File: src/design/event_user_mux_defs.svh
// Purpose: Offsets, reset values and consumer numbering of the event user mux
// Assumes: Register index n sits at byte address 4*n on the bus
// Notes:   Definitions only
`ifndef EVENT_USER_MUX_DEFS_SVH
`define EVENT_USER_MUX_DEFS_SVH

// Selection registers: index = base + consumer id
`define SEL_BASE_IDX      7'h20
`define SEL_RESET         8'h00
`define SEL_OFF           8'h00
`define NUM_USERS         43
// Live consumer event levels, read only
`define STATE_LO_IDX      7'h10
`define STATE_HI_IDX      7'h11
// Consumer id ranges
`define ID_LOGIC_FIRST    6'h00
`define ID_LOGIC_LAST     6'h0b
`define ID_UNUSED_A       6'h14
`define ID_SERIAL_FIRST   6'h15
`define ID_SERIAL_LAST    6'h19
`define ID_UNUSED_B       6'h1a
`define ID_TIMER_A_FIRST  6'h1b
`define ID_TIMER_A_LAST   6'h1e
`define ID_TIMER_B_FIRST  6'h1f
`define ID_TIMER_B_LAST   6'h28
`define NUM_TIMER_B       5

`endif

File: src/design/event_user_mux_pkg.sv
// Purpose: Types shared by the event user mux files
// Assumes: Nothing beyond the defs header
// Notes:   Types only; numbers live in the defs header
package event_user_mux_pkg;

    typedef logic [7:0] sel_t;

    typedef enum logic [1:0]
    {
        DELIVER_NONE  = 2'b00,
        DELIVER_ASYNC = 2'b01,
        DELIVER_SYNC  = 2'b11,
        DELIVER_MODE  = 2'b10
    } delivery_t;

    typedef enum logic [1:0]
    {
        BUS_IDLE   = 2'b00,
        BUS_ANSWER = 2'b01
    } bus_state_t;

endpackage

File: src/design/channel_fanout_if.sv
// Purpose: Carries the event channel levels from the top to every selector
// Assumes: One shared instance; all selectors read the same wires
// Notes:   Clock and reset travel along for the synchronous path
`timescale 1ns/100ps
`default_nettype none

interface channel_fanout_if #(parameter int NUM_CHANNELS = 16);
    logic                    clk;
    logic                    rst_b;
    logic [NUM_CHANNELS-1:0] channel;

    modport source (output clk, output rst_b, output channel);
    modport user   (input clk, input rst_b, input channel);
endinterface

`default_nettype wire

File: src/design/event_user_select.sv
// Purpose: Picks one event channel, or none, for a single consumer
// Assumes: Selection value is held in a flip-flop by the caller
// Notes:   Values above the channel count connect nothing
`include "event_user_mux_defs.svh"
`timescale 1ns/100ps
`default_nettype none

module event_user_select
    import event_user_mux_pkg::*;
#(
    parameter int NUM_CHANNELS = 16
)
(
    // Shared channel levels
    channel_fanout_if.user fan,
    // Control
    input  wire sel_t      sel,
    input  wire logic      sync_mode,
    // Event to the consumer
    output logic           evt
);

    logic picked;
    logic picked_q;

    always_comb
    begin
        picked = 1'b0;
        if (sel != `SEL_OFF && 32'(sel) <= NUM_CHANNELS)
        begin
            picked = fan.channel[32'(sel) - 1];
        end
    end

    always_ff @(posedge fan.clk or negedge fan.rst_b)
    begin
        if (!fan.rst_b)
        begin
            picked_q <= 1'b0;
        end
        else
        begin
            picked_q <= picked;
        end
    end

    // Async users see the channel without a clock stage
    assign evt = sync_mode ? picked_q : picked;

endmodule

`default_nettype wire

File: src/design/event_user_mux.sv
// Purpose: Routes event channels to 43 consumer event inputs
// Assumes: Avalon-MM slave with waitrequest, byte addresses, one word per register
// Notes:   Asynchronous consumers bypass all flops, so their outputs are combinational
`include "event_user_mux_defs.svh"
`timescale 1ns/100ps
`default_nettype none

module event_user_mux
    import event_user_mux_pkg::*;
#(
    parameter int NUM_CHANNELS = 16,
    parameter int ADDR_W       = 9
)
(
    // Clock and reset
    input  wire logic                    sys_clk,
    input  wire logic                    rst_b,
    // Avalon-MM slave
    input  wire logic [ADDR_W-1:0]       avs_address,
    input  wire logic                    avs_read,
    input  wire logic                    avs_write,
    input  wire logic [31:0]             avs_writedata,
    input  wire logic [3:0]              avs_byteenable,
    output logic [31:0]                  avs_readdata,
    output logic                         avs_waitrequest,
    // Event channels in
    input  wire logic [NUM_CHANNELS-1:0] channel_event,
    // Type B timer capture mode, high for async delivery
    input  wire logic [`NUM_TIMER_B-1:0] capture_async_mode,
    // Consumer event inputs out, indexed by consumer id
    output logic [`NUM_USERS-1:0]        consumer_event
);

    ////////////////////////////////////////////////////////////////////////////////
    // Elaboration checks

    if (NUM_CHANNELS < 1 || NUM_CHANNELS > 255)
    begin : bad_channels
        $error("NUM_CHANNELS must lie in 1..255");
    end
    if (ADDR_W < 9)
    begin : bad_addr_w
        $error("ADDR_W too small for the register map");
    end

    ////////////////////////////////////////////////////////////////////////////////
    // Consumer classification

    // Delivery of each consumer id
    function automatic delivery_t delivery_of(input logic [5:0] id);
        delivery_t d;
        d = DELIVER_ASYNC;
        if (id == `ID_UNUSED_A || id == `ID_UNUSED_B)
        begin
            d = DELIVER_NONE;
        end
        else if (id >= `ID_LOGIC_FIRST && id <= `ID_LOGIC_LAST)
        begin
            d = DELIVER_ASYNC;
        end
        else if (id >= `ID_SERIAL_FIRST && id <= `ID_SERIAL_LAST)
        begin
            d = DELIVER_SYNC;
        end
        else if (id >= `ID_TIMER_A_FIRST && id <= `ID_TIMER_A_LAST)
        begin
            d = DELIVER_SYNC;
        end
        else if (id >= `ID_TIMER_B_FIRST && id <= `ID_TIMER_B_LAST)
        begin
            d = id[0] ? DELIVER_MODE : DELIVER_SYNC;
        end
        return d;
    endfunction

    // Type B timer that owns a capture id
    function automatic logic [2:0] timer_b_of(input logic [5:0] id);
        logic [5:0] off;
        off = id - `ID_TIMER_B_FIRST;
        return off[3:1];
    endfunction

    ////////////////////////////////////////////////////////////////////////////////
    // Bus decode

    function automatic logic is_sel_index(input logic [6:0] idx);
        return idx >= `SEL_BASE_IDX && 32'(idx) < 32'(`SEL_BASE_IDX) + `NUM_USERS;
    endfunction

    logic [6:0] word_idx;
    logic [5:0] user_idx;
    logic       request;

    assign word_idx = avs_address[8:2];
    assign user_idx = 6'(word_idx - `SEL_BASE_IDX);
    assign request  = avs_read || avs_write;

    ////////////////////////////////////////////////////////////////////////////////
    // Bus handshake

    // Every access costs two edges: one to fetch, one to finish.
    // The fixed spacing keeps readdata a plain flop at the cost of throughput.
    bus_state_t bus_state;
    logic       take;

    assign take = request && bus_state == BUS_ANSWER;

    always_ff @(posedge sys_clk or negedge rst_b)
    begin
        if (!rst_b)
        begin
            bus_state <= BUS_IDLE;
        end
        else
        begin
            case (bus_state)
                BUS_IDLE:
                begin
                    if (request)
                    begin
                        bus_state <= BUS_ANSWER;
                    end
                end
                BUS_ANSWER:
                begin
                    bus_state <= BUS_IDLE;
                end
                default:
                begin
                    bus_state <= BUS_IDLE;
                end
            endcase
        end
    end

    always_ff @(posedge sys_clk or negedge rst_b)
    begin
        if (!rst_b)
        begin
            avs_waitrequest <= 1'b1;
        end
        else
        begin
            avs_waitrequest <= !(request && bus_state == BUS_IDLE);
        end
    end

    ////////////////////////////////////////////////////////////////////////////////
    // Selection registers

    sel_t sel_reg [`NUM_USERS];

    // Only the low byte lane holds data; other lanes are ignored
    always_ff @(posedge sys_clk or negedge rst_b)
    begin
        if (!rst_b)
        begin
            for (int i = 0; i < `NUM_USERS; i++)
            begin
                sel_reg[i] <= `SEL_RESET;
            end
        end
        else if (take && avs_write && avs_byteenable[0] && is_sel_index(word_idx))
        begin
            sel_reg[user_idx] <= avs_writedata[7:0];
        end
    end

    ////////////////////////////////////////////////////////////////////////////////
    // Read data

    logic [31:0] next_readdata;
    logic [63:0] state_wide;

    assign state_wide = {{(64 - `NUM_USERS){1'b0}}, consumer_event};

    always_comb
    begin
        next_readdata = 32'h0000_0000;
        if (is_sel_index(word_idx))
        begin
            next_readdata = {24'h00_0000, sel_reg[user_idx]};
        end
        else if (word_idx == `STATE_LO_IDX)
        begin
            next_readdata = state_wide[31:0];
        end
        else if (word_idx == `STATE_HI_IDX)
        begin
            next_readdata = state_wide[63:32];
        end
    end

    // Loaded on the fetch edge, held through the finishing edge
    always_ff @(posedge sys_clk or negedge rst_b)
    begin
        if (!rst_b)
        begin
            avs_readdata <= 32'h0000_0000;
        end
        else if (avs_read && bus_state == BUS_IDLE)
        begin
            avs_readdata <= next_readdata;
        end
    end

    ////////////////////////////////////////////////////////////////////////////////
    // Channel fan-out

    channel_fanout_if #(.NUM_CHANNELS(NUM_CHANNELS)) fan ();

    assign fan.clk     = sys_clk;
    assign fan.rst_b   = rst_b;
    assign fan.channel = channel_event;

    ////////////////////////////////////////////////////////////////////////////////
    // One selector per consumer

    genvar g;
    generate
        for (g = 0; g < `NUM_USERS; g++)
        begin : user
            localparam delivery_t KIND = delivery_of(6'(g));
            logic sync_mode;
            logic evt;

            if (KIND == DELIVER_MODE)
            begin : mode
                assign sync_mode = !capture_async_mode[timer_b_of(6'(g))];
            end
            else
            begin : fixed
                assign sync_mode = KIND == DELIVER_SYNC;
            end

            event_user_select #(.NUM_CHANNELS(NUM_CHANNELS)) sel_u
            (
                .fan       (fan),
                .sel       (sel_reg[g]),
                .sync_mode (sync_mode),
                .evt       (evt)
            );

            if (KIND == DELIVER_NONE)
            begin : idle
                assign consumer_event[g] = 1'b0;
            end
            else
            begin : live
                assign consumer_event[g] = evt;
            end
        end
    endgenerate

endmodule

`default_nettype wire

File: config.mk
export PLATFORM = sky130hd
export DESIGN_NAME = event_user_mux
export DESIGN_NICKNAME = d
export VERILOG_FILES = /design/src/design/event_user_mux_pkg.sv /design/src/design/channel_fanout_if.sv /design/src/design/event_user_select.sv /design/src/design/event_user_mux.sv
export VERILOG_INCLUDE_DIRS = /design/src /design/src/design
export SDC_FILE = /design/constraint.sdc
export NUM_CORES = 1
export LEC_CHECK = 0
export ABC_CLOCK_PERIOD_IN_PS = 2850
export BUFFER_PORTS_ARGS = -buffer_cell sky130_fd_sc_hd__buf_2
export CAP_MARGIN = 40
export CORE_MARGIN = 8
export CORE_UTILIZATION = 55
export DETAILED_ROUTE_END_ITERATION = 8
export GPL_ROUTABILITY_DRIVEN = 1
export PLACE_DENSITY = 0.73
export SLEW_MARGIN = 10
export SYNTH_ARGS = -nofsm -noshare
export SYNTH_HDL_FRONTEND = slang
export SYNTH_SLANG_ARGS = --single-unit
File: constraint.sdc
create_clock -name sys_clk -period 2.85 [get_ports sys_clk]
set_input_delay 0.285 -clock sys_clk [delete_from_list [all_inputs] [get_ports sys_clk]]
set_output_delay 0.285 -clock sys_clk [all_outputs]
set_load 0.02 [all_outputs]
* Yosys cells after proc, flatten, opt, wreduce, memory -nomap -nowiden
Cells that the tools add are included.
** Storage, ports and cells
- Register bits :: 398
- Output and inout port bits :: 76
- Word-level logic and storage cells :: 430
** Cells by class
- Add/sub/neg operators :: 42
- $lt $le $gt $ge :: 86
- Eq/ne operators :: 4
- Muxes and demuxes :: 139
- Bitwise logic cells :: 1
- Reduce and logical (&&, ||, !) cells :: 93
** Operators by type and width (number)
- $lt A32 B5 Y1 const B :: 41
- $sub A8 B1 Y9 const B :: 41
- $bwmux W344 :: 1
- $le A8 B5 Y1 const B :: 41
- $reduce_bool A8 Y1 :: 41
- $bmux W1 S4 :: 41
- $mux W1 :: 87
- $mux W32 :: 2
- $logic_and A1 B1 Y1 :: 49
- $bmux W8 S6 :: 1
- $demux W8 S6 :: 1
- $mux W8 :: 3
- $eq A7 B5 Y1 const B :: 2
- $mux W11 :: 1
- $ge A7 B6 Y1 const B :: 1
- $ge A7 B7 Y1 const B :: 1
- $lt A7 B1 Y1 const B :: 1
- $lt A7 B7 Y1 const B :: 1
- $not A6 Y7 :: 1
- $sub A6 B6 Y6 const B :: 1
- $mux W2 :: 2
- $eq A2 B1 Y1 const B :: 1
- $logic_not A2 Y1 :: 1
- $ne A2 B2 Y1 const B :: 1
- 2 further kinds :: 2

* Logic depth before layout (Yosys ltp)
- Depth in word-level cells :: 8
- Depth in mapped cells :: 9
- Gate-level depth less buffers :: 8

* Cells and area by module
From an unflattened synthesis, not the netlist that was laid out.
** Unflattened totals
- Cells, all modules :: 2190
- Area, all modules :: 28919.0 µm²
** By module, submodules not included
- event_user_mux :: instances 1, cells each 1329, area an instance 17992.3 µm², seq. area each 9410.3 µm²
- event_user_select :: instances 41, cells each 21, area an instance 266.5 µm², seq. area each 25.0 µm²

* Worst setup path before layout
No wires, ideal clock.
- Kind :: register to output
- Start point :: reg sel_reg[24] (netlist bit)
- End point :: out consumer_event[39]
- Data arrival time :: 2.408 ns
- Data required time :: 2.565 ns
- Slack :: 0.157 ns
- Cell stages (with the launch flop) :: 9
- Buffers on the path :: 2
- Cells stage by stage :: dfrtp_1 -> clkbuf_1 -> inv_1 -> ha_1 -> mux4_2 -> mux4_2 -> and3_1 -> or2_2 -> buf_4
** Between the ends
- Word-level cells in the longest chain between the ends :: 5
- Elaborated cells on any way between the ends :: 8
- Classes of those cells :: add/sub: 1; order compare: 1; mux: 4; reduce/logical: 2
** RTL lines
- start: declaration :: RTL line event_user_mux.sv:151 : sel_t sel_reg [`NUM_USERS];
- start signal: indexed assignment :: RTL line event_user_mux.sv:160 : sel_reg[i] <= `SEL_RESET;
- start signal: indexed assignment :: RTL line event_user_mux.sv:165 : sel_reg[user_idx] <= avs_writedata[7:0];
- $sub A8 B1 Y9 :: RTL line event_user_select.sv:31 : picked = fan.channel[32'(sel) - 1];
- $bmux W1 S4 :: RTL line event_user_select.sv:31
- $mux W1 (not written as such) :: RTL line event_user_select.sv:31
- $mux W1 * :: RTL line event_user_select.sv:29 : if (sel != `SEL_OFF && 32'(sel) <= NUM_CHANNELS)
- $mux W1 * :: RTL line event_user_select.sv:48 : assign evt = sync_mode ? picked_q : picked;
- end: declaration :: RTL line event_user_mux.sv:31 : output logic [`NUM_USERS-1:0] consumer_event
Mark *: on every way between the ends. The rest lies on a longest branch, timed or not. The select of a mux whose other input is x is not followed.

* Final worst setup path
Ends and elaborated chain as after synthesis.

==> flow_summary.yaml <==
outcome:
  status: "finished, violations left"
  violations: "negative setup slack"
logic_synthesis:
  synth_edf_count: 0
  netlist_instances: 2204
  ys.flop_type: "dfrtp_1"
  synth_area_per_cell_sq_um: 12.0
  post-synth-top-area-cell: "dfrtp_1"
  yosysUniqueCellTypes: 68
  syn_area_sq_mm: 0.0264
  async_flop_share_pct: 100
  ys_warn_count: 0
  netlist_top_cells_count: "dfrtp_1 (394), mux2_2 (360), mux4_2 (184), clkbuf_1 (147), inv_1 (89)"
  seq_area_frac_synth_pct: 37.5
  synth_top_cell_area_share_pct: 37.4
  synth.area.top_cells: "dfrtp_1 (37%), mux4_2 (16%), mux2_2 (15%)"
  synth_most_common_cell: "dfrtp_1"
  synth_seq_cells: 395
timing:
  maxClockFrequency_ghz: 0.329
  worst_slack_ns: -0.186
  tightest_slew_ns: 0.848
  setup_viol: 4
  min_period_over_period_pct: 107
  rsz0062_at_grt: "true"
  relSlewSlack_pct: 43.5
  report.final.slew_viol_count: 0
  fin_worst_skew_ns: 0.0220
  whs_ns: 0.0566
  finalSetupTns_ns: -0.463
  hold_viol_final: 0
  period_minus_slack_ns: 3.04
grt:
  grt_max_degree: 73
  grt_pass1_wl_microns: 141000
  antenna_found_initial: 5
  groute.usage.overall_pct: 33.7
  grt_pass1_vias: 21700
  overflow: 0
cells_and_area:
  drive_above_1_share_pct: 47.5
  ff_latch_area_sq_mm: 0.00990
  largest_reg_flops: 344
  area_delta_synth_final_pct: 17.2
  utilization_pct: 64.9
  multi_input_comb_area_sq_mm: 0.0156
  nFillCells: 3472
  num-nets-final: 2479
routing:
  ant_nets: 0
  drc_errors: 0
  avgRoutedWirePerCell_microns: 31.6
  vias_per_cell: 7.16
  drt-initial-drc-count: 2957
  vias: 21600
  drt-pass1-iter-count: 8
  wl_microns: 95400
critical_path:
  crit_family: "multiplexers"
  required_ns: 2.57
  critPathLaunchType: "flop"
  worst-path-max-fanout: 6
  critPathArrivalTime_ns: 2.75
  crit_type: "reg2out"
  end_kind: "output port"
  path_buf_inv: 2
  crit_slowest_cell: "mux4_2"
  cp_slowest_stage_delay_ns: 0.54
  crit_chain: "buf_6 > mux4_2 > mux4_2 > and3_4 > or2_4 > buf_6"
cts:
  clock_sink_count: 395
  clk_pin_slew_worst_paths_ns: 0.06
  cts_buffers: 45
  h-tree-depth: 2
  insertion_delay_ns: 0.60
  cts_tree: "done"
  clockRootBuffer: "clkbuf_16"
  clock_path_buffers: 3
die:
  die_h_microns: 235
  start_util_pct: 55.4
  die_w_microns: 235
  core_area_sq_mm: 0.0475
  io_pins: 146
  die_area_sq_mm: 0.0552
  num_rows: 80
placement:
  port_buffers: 112
  dp_hpwl_microns: 65800
  post-place-ws_ns: -0.0303
  gp_congestion: 1.10
pwr:
  vdd_drop_max_uv: 381
  powerDensity_mw_per_mm2: 485
  power.leakage_nw: 13.7
flow_run:
  maxCapViolCount: 0
worst_hold_path:
  worst_hold_path_type: "in2reg"
routing by layer:
metal  up-vias  share of wire, %  global-route usage (%)
met3       396                14                    11.9
met5         -             0.032                       0
met1     10900                37                    44.1
li1       8560                 -                       -
met2      1700                44                    50.0
met4         4               5.4                    15.6
cell usage in the layout, fill, tap and decap left out, types with 41 or more instances in the layout:
cell       instances
xnor2_1           72
buf_2             99
nor3_1            50
dfrtp_1          381
mux2_2           356
xor2_1            41
mux2i_1           81
inv_1             74
mux4_2           184
buf_4            221
clkbuf_16         47
nor2_1            66
nand2_1           78
report_power, final:
| part | internal (mW) | switching (mW) | total, mW |
|---|---|---|---|
| Sequential | 5.80 | 0.238 | 6.04 |
| Combinational | 1.27 | 1.65 | 2.92 |
| Clock | 3.55 | 2.47 | 6.02 |
metrics by stage:
step | cell area, sq um | cells | total power, mW
2_1_floorplan | 26400 | 2207 | 7.68
3_3_place_gp | 28200 | 2882 | 8.62
3_5_place_dp | 28300 | 2883 | 8.70
4_1_cts | 30300 | 2991 | 14.8
5_1_grt | 30900 | 3015 | 15.4
6_report | 30900 | 3016 | 15.0
worst paths after layout:
path	start	slack (ns)	to	cells past startpoint
min in group asynchronous	rst_b	0.30	sel_reg[80]$_DFFE_PN0P_	2
max reg2reg	sel_reg[9]$_DFFE_PN0P_	0.34	avs_readdata[9]$_DFFE_PN0P_	10
min	capture_async_mode[1]	0.06	avs_readdata[1]$_DFFE_PN0P_	3
max in group asynchronous	rst_b	1.62	sel_reg[184]$_DFFE_PN0P_	3
max	sel_reg[24]$_DFFE_PN0P_	-0.19	consumer_event[39]	6
min reg2reg	bus_state[0]$_DFFE_PN0P_	0.50	bus_state[0]$_DFFE_PN0P_	1
kinds of logic after synthesis:
kind of cell | synth area share (%)
other cells | 0.0142
xor+xnor | 4.09
compound gates | 8.48
flops | 37.5
simple gates | 7.79
fa+ha+maj | 1.95
mux | 34.6
buf+inv | 5.60
area by class of cell:
cell class,instances,share of cell area (%)
Sequential cell,395,32.1
Inverter,90,1.09
Clock buffer,62,4.35
Tap cell,615,2.49
Timing Repair Buffer,355,8.82
Multi-Input combinational cell,1481,50.6
Clock inverter,16,0.551
Antenna cell,2,0.0162
worst reg2reg max path: cells and delay by family (launching register included):
| family | cells | cell delay [ns] |
|---|---|---|
| AO/OA/AOI/OAI | 3 | 0.71 |
| flip-flops | 1 | 0.39 |
| buffers and inverters | 3 | 0.36 |
| adder cells (fa/ha/maj) | 1 | 0.35 |
| multiplexers | 1 | 0.31 |
| AND/OR/NAND/NOR | 2 | 0.26 |
repair_timing:
| action | in CTS | in global routing |
|---|---|---|
| buffers inserted | 27 | 24 |
| hold buffers | 4 | 0 |
| resized for setup | 87 | 75 |
| pin swaps | 19 | 18 |
| endpoints found under the hold margin | 65 | 0 |
| endpoints found under the setup margin | 26 | 26 |
(Power assumes the default switching activity.)
